File: src/verilog/camd_pkg.sv
// shared constants and types for the arithmetic datapath
package camd_pkg;
  // status register bit positions
  localparam int unsigned ST_C  = 0;
  localparam int unsigned ST_Z  = 1;
  localparam int unsigned ST_OV = 2;
  localparam int unsigned ST_N  = 3;
  localparam int unsigned ST_DC = 4;
  localparam logic [4:0] STATUS_RST = 5'h00;
  // working register array
  localparam int unsigned WREG_N = 16;
  localparam logic [15:0] WREG_RST = 16'h0000;
  localparam logic [3:0]  QUOT_IDX = 4'h0;
  localparam logic [3:0]  REM_IDX  = 4'h1;
  // divider iterations, one per divisor bit
  localparam logic [4:0] DIV_LAST = 5'h0F;
  // accumulator reset and clamp values
  localparam logic [39:0] ACC_RST   = 40'h0000000000;
  localparam logic [39:0] SAT31_POS = 40'h007FFFFFFF;
  localparam logic [39:0] SAT31_NEG = 40'hFF80000000;
  localparam logic [39:0] SAT39_POS = 40'h7FFFFFFFFF;
  localparam logic [39:0] SAT39_NEG = 40'h8000000000;
  localparam logic [39:0] RND_HALF  = 40'h0000008000;
  localparam logic [15:0] MEM_POS   = 16'h7FFF;
  localparam logic [15:0] MEM_NEG   = 16'h8000;
  // dsp sign mode codes
  localparam logic [1:0] SGN_SS  = 2'h0;
  localparam logic [1:0] SGN_UU  = 2'h1;
  localparam logic [1:0] SGN_MIX = 2'h2;
  // alu operations
  typedef enum logic [2:0] {
    CAMD_ADD, CAMD_SUB, CAMD_AND, CAMD_IOR,
    CAMD_XOR, CAMD_SHL, CAMD_LSR, CAMD_ASR
  } camd_alu_op_e;
  // integer multiply operand modes
  typedef enum logic [2:0] {
    CAMD_M_SS, CAMD_M_UU, CAMD_M_SU, CAMD_M_US,
    CAMD_M_SLIT, CAMD_M_ULIT, CAMD_M_BB
  } camd_mul_mode_e;
  // dsp operations
  typedef enum logic [3:0] {
    CAMD_CLR, CAMD_ED, CAMD_DIFF_SQUARE_ACCUM_OP, CAMD_MAC, CAMD_SQAC,
    CAMD_MPY, CAMD_SQ, CAMD_MPYN, CAMD_MSC, CAMD_PREF,
    CAMD_ADDA, CAMD_SUBA, CAMD_NEGA
  } camd_dsp_op_e;
endpackage
File: src/verilog/camd_core.sv
// alu, multiplier, divider and dsp engine of the core datapath
//
// How it works
// - 16-bit alu: add, sub, shifts, logic
// - operands and results are two's complement
// - alu updates c, z, n, ov, dc
// - subtract: carry and dc mean no borrow
// - byte or word width per instruction
// - operands from registers or memory, same destinations
// - 17x17 multiplier for all integer products
// - word modes ss, uu, su, us
// - word by 5-bit literal, byte by byte
// - signed/unsigned 32/16 and 16/16 divide
// - quotient to register 0, remainder register 1
// - any divisor register, even pair dividend
// - one cycle per divisor bit, always
// - dsp: multiplier, 40-bit adder, two accumulators
// - accumulator add, subtract and negate
// - fractional or integer dsp multiply
// - dsp multiply signed, unsigned or mixed
// - conventional or convergent rounding
// - saturation enable per accumulator
// - saturation enable for memory writes
// - saturation range select
// - dsp op set; limited other-accumulator write back
`timescale 1ns/1ps
module camd_core (
  // clock and reset
  input  logic                      ref_clk,
  input  logic                      reset,
  // operand routing
  input  logic [3:0]                src_a_sel,
  input  logic [3:0]                src_b_sel,
  input  logic                      b_from_mem,
  input  logic [15:0]               mem_rdata,
  input  logic [3:0]                dst_sel,
  input  logic                      dst_to_mem,
  // alu request
  input  logic                      alu_valid,
  input  camd_pkg::camd_alu_op_e    alu_op,
  input  logic                      alu_byte,
  // multiply request
  input  logic                      mul_valid,
  input  camd_pkg::camd_mul_mode_e  mul_mode,
  input  logic [4:0]                mul_lit,
  // divide request
  input  logic                      div_start,
  input  logic                      div_signed,
  input  logic                      div_wide,
  output logic                      div_busy,
  // dsp request
  input  logic                      dsp_valid,
  input  camd_pkg::camd_dsp_op_e    dsp_op,
  input  logic                      dsp_acc_b,
  input  logic [15:0]               dsp_x,
  input  logic [15:0]               dsp_y,
  input  logic                      dsp_wb,
  // core control bits
  input  logic                      frac_mode_select,
  input  logic [1:0]                sign_mode_select,
  input  logic                      round_mode_select,
  input  logic                      acc_a_saturate,
  input  logic                      acc_b_saturate,
  input  logic                      memory_write_saturate,
  input  logic                      saturation_width_select,
  // results
  output logic [15:0]               alu_result,
  output logic [4:0]                status_reg,
  output logic [31:0]               mul_result,
  output logic [15:0]               quotient_reg,
  output logic [15:0]               remainder_reg,
  output logic [39:0]               accumulator_a,
  output logic [39:0]               accumulator_b,
  output logic                      mem_we,
  output logic                      mem_byte,
  output logic [15:0]               mem_wdata
);
  logic [15:0] wreg_q [camd_pkg::WREG_N];  // working registers

  // clamp a 41-bit sum to the selected accumulator range
  function automatic logic [39:0] sat40(input logic [40:0] v,
                                        input logic en,
                                        input logic wide);
    logic hi;
    logic lo;
    hi = wide ? (!v[40] && v[39]) : (!v[40] && (v[39:31] != 9'h000));
    lo = wide ? (v[40] && !v[39]) : (v[40] && (v[39:31] != 9'h1FF));
    if (en && hi)
      return wide ? camd_pkg::SAT39_POS : camd_pkg::SAT31_POS;
    if (en && lo)
      return wide ? camd_pkg::SAT39_NEG : camd_pkg::SAT31_NEG;
    return v[39:0];
  endfunction

  // round an accumulator to a memory word, optionally clamped
  function automatic logic [15:0] acc_store(input logic [39:0] a,
                                            input logic conv,
                                            input logic sat);
    logic [39:0] r;
    r = a + camd_pkg::RND_HALF;
    // convergent: exact half rounds toward even
    if (conv && a[15:0] == 16'h8000 && !a[16])
      r = a;
    if (sat && r[39:31] != {9{r[39]}})
      return r[39] ? camd_pkg::MEM_NEG : camd_pkg::MEM_POS;
    return r[31:16];
  endfunction

  // ops that may write the other accumulator back
  function automatic logic wb_ok(input camd_pkg::camd_dsp_op_e op);
    return op == camd_pkg::CAMD_CLR || op == camd_pkg::CAMD_MAC ||
           op == camd_pkg::CAMD_PREF || op == camd_pkg::CAMD_MSC;
  endfunction

  logic [15:0] opa;
  logic [15:0] opb;
  assign opa = wreg_q[src_a_sel];
  assign opb = b_from_mem ? mem_rdata : wreg_q[src_b_sel];

  // alu datapath
  logic        is_sub;   // subtract selects inverted b plus one
  logic        is_arith; // add or subtract
  logic [15:0] bx;
  logic [16:0] sum17;
  logic [8:0]  sum9;
  logic [4:0]  sum5;     // nibble carry for dc
  logic [15:0] alu_r;
  logic        alu_c;
  logic        a_msb;
  logic        b_msb;
  logic        r_msb;
  logic [4:0]  st_d;
  logic [15:0] alu_q;
  logic [4:0]  status_q;

  assign is_sub   = (alu_op == camd_pkg::CAMD_SUB);
  assign is_arith = is_sub || (alu_op == camd_pkg::CAMD_ADD);
  assign bx    = is_sub ? ~opb : opb;
  assign sum17 = {1'b0, opa} + {1'b0, bx} + {16'h0000, is_sub};
  assign sum9  = {1'b0, opa[7:0]} + {1'b0, bx[7:0]} + {8'h00, is_sub};
  assign sum5  = {1'b0, opa[3:0]} + {1'b0, bx[3:0]} + {4'h0, is_sub};

  always_comb begin
    alu_r = sum17[15:0];
    alu_c = alu_byte ? sum9[8] : sum17[16];
    unique case (alu_op)
      camd_pkg::CAMD_ADD, camd_pkg::CAMD_SUB: begin
        alu_r = sum17[15:0];
      end
      camd_pkg::CAMD_AND: alu_r = opa & opb;
      camd_pkg::CAMD_IOR: alu_r = opa | opb;
      camd_pkg::CAMD_XOR: alu_r = opa ^ opb;
      camd_pkg::CAMD_SHL: begin
        alu_r = alu_byte ? {8'h00, opa[6:0], 1'b0} : {opa[14:0], 1'b0};
        alu_c = alu_byte ? opa[7] : opa[15];
      end
      camd_pkg::CAMD_LSR: begin
        alu_r = alu_byte ? {9'h000, opa[7:1]} : {1'b0, opa[15:1]};
        alu_c = opa[0];
      end
      camd_pkg::CAMD_ASR: begin
        alu_r = alu_byte ? {8'h00, opa[7], opa[7:1]}
                         : {opa[15], opa[15:1]};
        alu_c = opa[0];
      end
    endcase
  end

  assign a_msb = alu_byte ? opa[7] : opa[15];
  assign b_msb = alu_byte ? bx[7] : bx[15];
  assign r_msb = alu_byte ? alu_r[7] : alu_r[15];

  // flag update; logic ops leave c, ov, dc alone
  always_comb begin
    st_d = status_q;
    st_d[camd_pkg::ST_Z] = alu_byte ? (alu_r[7:0] == 8'h00)
                                    : (alu_r == 16'h0000);
    st_d[camd_pkg::ST_N] = r_msb;
    if (is_arith) begin
      // carry out of inverted add is the no-borrow flag
      st_d[camd_pkg::ST_C]  = alu_c;
      st_d[camd_pkg::ST_DC] = sum5[4];
      st_d[camd_pkg::ST_OV] = (a_msb == b_msb) && (r_msb != a_msb);
    end else if (alu_op == camd_pkg::CAMD_SHL ||
                 alu_op == camd_pkg::CAMD_LSR ||
                 alu_op == camd_pkg::CAMD_ASR) begin
      st_d[camd_pkg::ST_C] = alu_c;
    end
  end

  // alu result and status register
  always_ff @(posedge ref_clk) begin
    if (reset) begin
      alu_q    <= 16'h0000;
      status_q <= camd_pkg::STATUS_RST;
    end else if (alu_valid) begin
      alu_q    <= alu_byte ? {8'h00, alu_r[7:0]} : alu_r;
      status_q <= st_d;
    end
  end
  assign alu_result = alu_q;
  assign status_reg = status_q;

  // integer multiplier operand extension
  logic [16:0]        ma;
  logic [16:0]        mb;
  logic signed [33:0] mprod;
  logic [31:0]        mul_q;

  // word sign modes; literal and byte modes
  always_comb begin
    ma = {1'b0, opa};
    mb = {1'b0, opb};
    unique case (mul_mode)
      camd_pkg::CAMD_M_SS: begin
        ma = {opa[15], opa};
        mb = {opb[15], opb};
      end
      camd_pkg::CAMD_M_UU: ma = {1'b0, opa};
      camd_pkg::CAMD_M_SU: ma = {opa[15], opa};
      camd_pkg::CAMD_M_US: mb = {opb[15], opb};
      camd_pkg::CAMD_M_SLIT: begin
        ma = {opa[15], opa};
        mb = {12'h000, mul_lit};
      end
      camd_pkg::CAMD_M_ULIT: mb = {12'h000, mul_lit};
      camd_pkg::CAMD_M_BB: begin
        ma = {9'h000, opa[7:0]};
        mb = {9'h000, opb[7:0]};
      end
    endcase
  end
  assign mprod = $signed(ma) * $signed(mb);

  // product register
  always_ff @(posedge ref_clk) begin
    if (reset)
      mul_q <= 32'h00000000;
    else if (mul_valid)
      mul_q <= mprod[31:0];
  end
  assign mul_result = mul_q;

  // divider operands
  logic [3:0]  pair_lo;
  logic [31:0] div_dvd;
  logic [15:0] div_dvs;
  logic        dv_run;
  logic        dv_done;
  logic [15:0] dv_quot;
  logic [15:0] dv_rem;

  // even-aligned pair, high word in odd register
  assign pair_lo = {src_a_sel[3:1], 1'b0};
  assign div_dvs = wreg_q[src_b_sel];
  always_comb begin
    if (div_wide)
      div_dvd = {wreg_q[pair_lo | 4'h1], wreg_q[pair_lo]};
    else
      div_dvd = {{16{div_signed & opa[15]}}, opa};
  end
  // busy covers the write-back cycle too
  assign div_busy = dv_run | dv_done;

  camd_divider u_div (
    .ref_clk  (ref_clk),
    .reset    (reset),
    .start    (div_start && !div_busy),
    .sgn      (div_signed),
    .dividend (div_dvd),
    .divisor  (div_dvs),
    .run      (dv_run),
    .done     (dv_done),
    .quot     (dv_quot),
    .rem      (dv_rem)
  );

  // working register writes; divider results win a collision
  always_ff @(posedge ref_clk) begin
    if (reset) begin
      for (int i = 0; i < camd_pkg::WREG_N; i++)
        wreg_q[i] <= camd_pkg::WREG_RST;
    end else if (dv_done) begin
      wreg_q[camd_pkg::QUOT_IDX] <= dv_quot;
      wreg_q[camd_pkg::REM_IDX]  <= dv_rem;
    end else if (mul_valid) begin
      wreg_q[{dst_sel[3:1], 1'b0}] <= mprod[15:0];
      wreg_q[{dst_sel[3:1], 1'b1}] <= mprod[31:16];
    end else if (alu_valid && !dst_to_mem) begin
      // byte writes keep the upper byte
      wreg_q[dst_sel] <= alu_byte ? {wreg_q[dst_sel][15:8], alu_r[7:0]}
                                  : alu_r;
    end
  end
  assign quotient_reg  = wreg_q[camd_pkg::QUOT_IDX];
  assign remainder_reg = wreg_q[camd_pkg::REM_IDX];

  // dsp engine
  logic [39:0]        acc_a_q;
  logic [39:0]        acc_b_q;
  logic [39:0]        acc_t;
  logic [39:0]        acc_o;
  logic [16:0]        ddiff;
  logic [16:0]        dxa;
  logic [16:0]        dxb;
  logic signed [33:0] dprod;
  logic [39:0]        p40;
  logic [40:0]        dsum;
  logic [39:0]        acc_n;
  logic               sat_t;

  assign acc_t = dsp_acc_b ? acc_b_q : acc_a_q;
  assign acc_o = dsp_acc_b ? acc_a_q : acc_b_q;
  assign sat_t = dsp_acc_b ? acc_b_saturate : acc_a_saturate;
  assign ddiff = {dsp_x[15], dsp_x} - {dsp_y[15], dsp_y};

  // dsp operand signedness; mixed is signed x, unsigned y
  always_comb begin
    dxa = (sign_mode_select == camd_pkg::SGN_UU) ? {1'b0, dsp_x}
                                                 : {dsp_x[15], dsp_x};
    dxb = (sign_mode_select == camd_pkg::SGN_SS) ? {dsp_y[15], dsp_y}
                                                 : {1'b0, dsp_y};
    if (dsp_op == camd_pkg::CAMD_SQ || dsp_op == camd_pkg::CAMD_SQAC)
      dxb = dxa;
    if (dsp_op == camd_pkg::CAMD_ED || dsp_op == camd_pkg::CAMD_DIFF_SQUARE_ACCUM_OP) begin
      dxa = ddiff;
      dxb = ddiff;
    end
  end
  // 17x17 product, sign-extended to 40 bits
  assign dprod = $signed(dxa) * $signed(dxb);
  assign p40 = frac_mode_select ? {{5{dprod[33]}}, dprod, 1'b0}
                                : {{6{dprod[33]}}, dprod};

  always_comb begin
    unique case (dsp_op)
      camd_pkg::CAMD_CLR:  dsum = 41'h0;
      camd_pkg::CAMD_ED, camd_pkg::CAMD_SQ, camd_pkg::CAMD_MPY:
        dsum = {p40[39], p40};
      camd_pkg::CAMD_DIFF_SQUARE_ACCUM_OP, camd_pkg::CAMD_MAC, camd_pkg::CAMD_SQAC:
        dsum = {acc_t[39], acc_t} + {p40[39], p40};
      camd_pkg::CAMD_MPYN: dsum = 41'h0 - {p40[39], p40};
      camd_pkg::CAMD_MSC:  dsum = {acc_t[39], acc_t} - {p40[39], p40};
      camd_pkg::CAMD_PREF: dsum = {acc_t[39], acc_t};
      camd_pkg::CAMD_ADDA: dsum = {acc_t[39], acc_t} + {acc_o[39], acc_o};
      camd_pkg::CAMD_SUBA: dsum = {acc_t[39], acc_t} - {acc_o[39], acc_o};
      camd_pkg::CAMD_NEGA: dsum = 41'h0 - {acc_t[39], acc_t};
      // unused op codes give zero rather than a latch
      default:             dsum = 41'h0;
    endcase
  end
  assign acc_n = sat40(dsum, sat_t, saturation_width_select);

  // accumulators; prefetch-only leaves the target untouched
  always_ff @(posedge ref_clk) begin
    if (reset) begin
      acc_a_q <= camd_pkg::ACC_RST;
      acc_b_q <= camd_pkg::ACC_RST;
    end else if (dsp_valid && dsp_op != camd_pkg::CAMD_PREF) begin
      if (dsp_acc_b)
        acc_b_q <= acc_n;
      else
        acc_a_q <= acc_n;
    end
  end
  assign accumulator_a = acc_a_q;
  assign accumulator_b = acc_b_q;

  // data memory write port; alu has priority over dsp write back
  always_ff @(posedge ref_clk) begin
    if (reset) begin
      mem_we    <= 1'b0;
      mem_byte  <= 1'b0;
      mem_wdata <= 16'h0000;
    end else begin
      mem_we <= 1'b0;
      if (alu_valid && dst_to_mem) begin
        mem_we    <= 1'b1;
        mem_byte  <= alu_byte;
        mem_wdata <= alu_byte ? {8'h00, alu_r[7:0]} : alu_r;
      end else if (dsp_valid && dsp_wb && wb_ok(dsp_op)) begin
        mem_we    <= 1'b1;
        mem_byte  <= 1'b0;
        mem_wdata <= acc_store(acc_o, round_mode_select,
                               memory_write_saturate);
      end
    end
  end
endmodule

File: src/verilog/camd_divider.sv
// iterative restoring divider, 16 steps, signed or unsigned
`timescale 1ns/1ps
module camd_divider (
  // clock and reset
  input  logic        ref_clk,
  input  logic        reset,
  // request
  input  logic        start,
  input  logic        sgn,
  input  logic [31:0] dividend,
  input  logic [15:0] divisor,
  // answer
  output logic        run,
  output logic        done,
  output logic [15:0] quot,
  output logic [15:0] rem
);
  typedef enum logic {CAMD_DV_IDLE, CAMD_DV_RUN} camd_div_state_e;

  camd_div_state_e state_q;  // idle or iterating
  logic [4:0]  cnt_q;        // step counter
  logic [15:0] rem_q;        // partial remainder
  logic [15:0] sh_q;         // dividend low bits, then quotient
  logic [15:0] dvs_q;        // divisor magnitude
  logic        nq_q;         // negate quotient at end
  logic        nr_q;         // negate remainder at end
  logic [31:0] dvd_mag;
  logic [16:0] trial;
  logic        qb;
  logic [15:0] rem_n;
  logic [15:0] sh_n;

  // magnitude of dividend for signed requests
  assign dvd_mag = (sgn && dividend[31]) ? (32'h0 - dividend) : dividend;
  // one trial subtraction per step
  assign trial = {rem_q, sh_q[15]} - {1'b0, dvs_q};
  assign qb    = !trial[16];
  assign rem_n = qb ? trial[15:0] : {rem_q[14:0], sh_q[15]};
  assign sh_n  = {sh_q[14:0], qb};
  assign run   = (state_q == CAMD_DV_RUN);

  // sequence and datapath; quotient overflow is not detected
  always_ff @(posedge ref_clk) begin
    done <= 1'b0;
    if (reset) begin
      state_q <= CAMD_DV_IDLE;
      cnt_q   <= 5'h00;
      rem_q   <= 16'h0000;
      sh_q    <= 16'h0000;
      dvs_q   <= 16'h0000;
      nq_q    <= 1'b0;
      nr_q    <= 1'b0;
      quot    <= 16'h0000;
      rem     <= 16'h0000;
    end else begin
      unique case (state_q)
        CAMD_DV_IDLE: begin
          if (start) begin
            state_q <= CAMD_DV_RUN;
            cnt_q   <= 5'h00;
            rem_q   <= dvd_mag[31:16];
            sh_q    <= dvd_mag[15:0];
            dvs_q   <= (sgn && divisor[15]) ? (16'h0 - divisor) : divisor;
            nq_q    <= sgn && (dividend[31] ^ divisor[15]);
            nr_q    <= sgn && dividend[31];
          end
        end
        CAMD_DV_RUN: begin
          rem_q <= rem_n;
          sh_q  <= sh_n;
          cnt_q <= cnt_q + 5'h01;
          // last step: sign fix and hand over
          if (cnt_q == camd_pkg::DIV_LAST) begin
            state_q <= CAMD_DV_IDLE;
            done    <= 1'b1;
            quot    <= nq_q ? (16'h0 - sh_n) : sh_n;
            rem     <= nr_q ? (16'h0 - rem_n) : rem_n;
          end
        end
      endcase
    end
  end
endmodule

File: config.mk
export PLATFORM = sky130hd
export DESIGN_NAME = camd_core
export DESIGN_NICKNAME = d
export VERILOG_FILES = /design/src/verilog/camd_pkg.sv /design/src/verilog/camd_core.sv /design/src/verilog/camd_divider.sv
export SDC_FILE = /design/constraint.sdc
export NUM_CORES = 2
export LEC_CHECK = 0
export BUFFER_PORTS_ARGS = -buffer_cell sky130_fd_sc_hd__buf_4
export CORE_MARGIN = 2
export CORE_UTILIZATION = 50
export DETAILED_ROUTE_END_ITERATION = 7
export PLACE_DENSITY = 0.67
export SLEW_MARGIN = 40
export SYNTH_ARGS = -nofsm -noshare
export SYNTH_HDL_FRONTEND = slang
export SYNTH_SLANG_ARGS = --single-unit
File: constraint.sdc
create_clock -name ref_clk -period 30.9 [get_ports ref_clk]
set_clock_uncertainty 0.2 [all_clocks]
set_input_delay 0 -clock ref_clk [delete_from_list [all_inputs] [get_ports ref_clk]]
set_output_delay 0 -clock ref_clk [all_outputs]
set_load 0.005 [all_outputs]
==> summary.txt <==
Synthesis
  – Multiplexer share of the synthesized area: 0.0876
  – Largest family of logic cells by synthesized area: adder cells
  – Area share of the largest cell type after synthesis: 0.190
  – Yosys cell types: 100
  – Number of enable flip-flop cells after synthesis: 256
  – Synth Area in Compound Gates: 0.182
  – Synth area leaders: fa_1 (19%), edfxtp_1 (12%), dfxtp_1 (7.8%)
  – Async set-or-reset flop fraction in the synthesized netlist: 0
  – Adder-cell share of the synthesized area: 0.250
  – Area of the mapped netlist: 0.0616 mm²
  – Count leader, synth: nand2_1
  – Syn Inst Count: 7212
  – Area leader, netlist: fa_1
  – Yosys warning total: 0
  – Post-Synth Simple-Gate Area: 0.165
  – Syn nets: 8190
  – Post-synthesis sequential area ratio: 0.203
  – XOR/XNOR Fraction of Synth Area: 0.0384
  – Average cell area after synthesis: between 8 and 9 µm²
  – Top_reg_cell synth: edfxtp_1
  – Post-synth top cells: nand2_1 (814), nor2_1 (760), inv_1 (726), fa_1 (583), a21oi_1 (444)
  – Register bit total from synthesis: between 400 and 500

Worst setup path
  – Critical Path Source Type: input port
  – WP buf/inv: 7
  – WP data required: 31.24 ns
  – Critical-path top delay cell: fa_1
  – CP endpoint kind: register
  – Crit path top cell by count: fa_1
  – CP Max Fanout: 30
  – Arrival time worst endpoint: 15.34 ns
  – Kind of critical path: input port to register
  – CP delay by family, top: compound AO/OA/AOI/OAI gates
  – Worst path max stage delay: about 0.56 ns

Cells and area
  – Fin nets: 8248
  – Finished Core Util: 0.555
  – Max reg flops: ~260
  – Layout cell share with drive strength beyond 1: 0.120
  – Final instance area: 0.0677 mm²
  – Area grow syn2layout: 10.0%
  – Largest Register: wreg_q

STA
  – Period minus WS final: approximately 15 ns
  – RSZ-0062 raised after global routing: no
  – Count of final setup violators: 0
  – Crit share post-route: 0.485
  – Max Transition Viols Final: 0
  – Final setup TNS: 0 ns
  – Max-slew headroom: 0.378
  – Fmax achieved: about 67 MHz
  – Worst-margin pin slew: just over 0.9 ns
  – Final hold vios: 0

Place
  – Gpl congestion: 1.02
  – Hpwl dp: 188000 µm
  – IO Port Bufs: 279
  – Placement Cell Area: 0.0655 mm²

Routing
  – Initial DRT Pass Iterations: 8
  – Post-route ant nets: 0
  – Final wirelength: 242000 µm
  – DRC violation total after the first TritonRoute iteration: 7000
  – # DRC: 0
  – Avg WL per Cell: 27.1 µm
  – Routed vias: 57817
  – Via density: 6.47

Die
  – Standard-cell rows: between 100 and 150
  – Die width: 355 µm
  – Die area: 0.126 mm²
  – Initial Utilization: 0.505
  – Core area: 0.122 mm²
  – Die height: 355 µm
  – Top Ports: 280

Global route
  – Initial antenna violation count: 7
  – First-pass GRT wire length: 361000 µm
  – Vias in the first global route: 56099
  – Tot GR Track Use: 0.379
  – GR Overflow Total: 0
  – Largest net degree at the start of global routing: 79

Clock tree
  – H-tree levels: 2
  – Hold_buf cts: 33
  – Post-cts sizing count: 0
  – Clk Latency, worst-skew pair: 0.68 ns
  – Post-CTS Setup Bufs: 0
  – CTS tree: built
  – Clk root buf: clkbuf_16
  – CTS sink count: just under 500
  – Max Root-Sink Buffers: 3
  – Clk pin slew, worst setup/hold paths: 0.06 ns
  – Cts bufs inserted: slightly above 50

Run status
  – Status: completed

Run
  – Max Cap Violations: 0

Min path
  – Hold Crit Class: input port to register
[worst register-to-register path, delay by kind of cell, from the launching register on]
kind	cells	cell delay (ns)
buf+inv	8	1.20
fa+ha+maj	7	3.34
xor+xnor	1	0.14
mux	3	1.80
compound gates	8	1.52
simple gates	4	0.67
flops	1	0.41
[layout make-up]
class,count,area (µm²)
inverter,735,2760
clock inverter,20,236
tap,1625,2030
multi-input combinational,5532,45100
fill,11236,54300
antenna,5,12.5
timing repair buffer,454,3540
sequential,496,12500
clock buffer,75,1570
[placed cells by master, fill, tap and decap left out, types with 24 or more instances in the layout]
cell and n:
a211o_1 24, a211oi_1 113, a21o_1 60, a21oi_1 439, a221oi_1 24, a22oi_1 60
a31oi_1 47, and2_1 53, and3_1 36, buf_4 412, clkbuf_16 55, dfxtp_1 240
dlygate4sd3_1 33, edfxtp_1 256, fa_1 582, ha_1 299, inv_1 724, mux2_2 62
mux2i_1 152, mux4_2 135, nand2_1 808, nand2b_1 46, nand3_1 112, nand4_1 34
nor2_1 747, nor2b_1 33, nor3_1 125, nor4_1 30, o211ai_1 46, o21a_1 45
o21ai_0 358, o21bai_1 28, o221ai_1 48, o22ai_1 221, o31ai_1 24, or2_2 48
or3_1 56, xnor2_1 154, xor2_1 102
[metrics by stage]
stage	cells	worst slack [ns]	hold slack [ns]
2_1_floorplan	7212	17.93	0.0158
3_3_place_gp	8806	15.59	0.155
3_5_place_dp	8809	15.54	0.156
4_1_cts	8937	16.11	0.0288
5_1_grt	8938	14.87	0.0912
6_report	8942	15.90	0.0754
[layer usage]
layer	part of all wire	global-route usage
met1	0.40	0.525
met2	0.42	0.553
met3	0.13	0.115
met4	0.047	0.151
met5	0.00012	0
[logic make-up after synthesis]
kind of cell             Yosys count
AND/OR/NAND/NOR                 2269
AO/OA/AOI/OAI                   1752
XOR/XNOR                         268
flip-flops                       496
buffers and inverters           1184
adder cells (fa/ha/maj)          882
multiplexers                     361
[path summary, 6_finish.rpt]
kind                                                  start                            end  slack [ns]  cells after the start
worst max-delay path                               dsp_x[0]  accumulator_a[3]$_SDFFE_PP0P_       15.90                     54
worst min-delay path                      round_mode_select      mem_wdata[0]$_SDFFE_PP0P_        0.08                      6
worst max register to register     wreg_q[15][12]$_DFFE_PP_        wreg_q[1][15]$_DFFE_PP_       21.33                     31
worst min register to register  u_div.quot[10]$_SDFFE_PP0P_    u_div.quot[10]$_SDFFE_PP0P_        0.26                      2
Power is left out: the tool's default activity adds up to more than one toggle a clock period on the data nets, which glitch-free logic cannot reach.
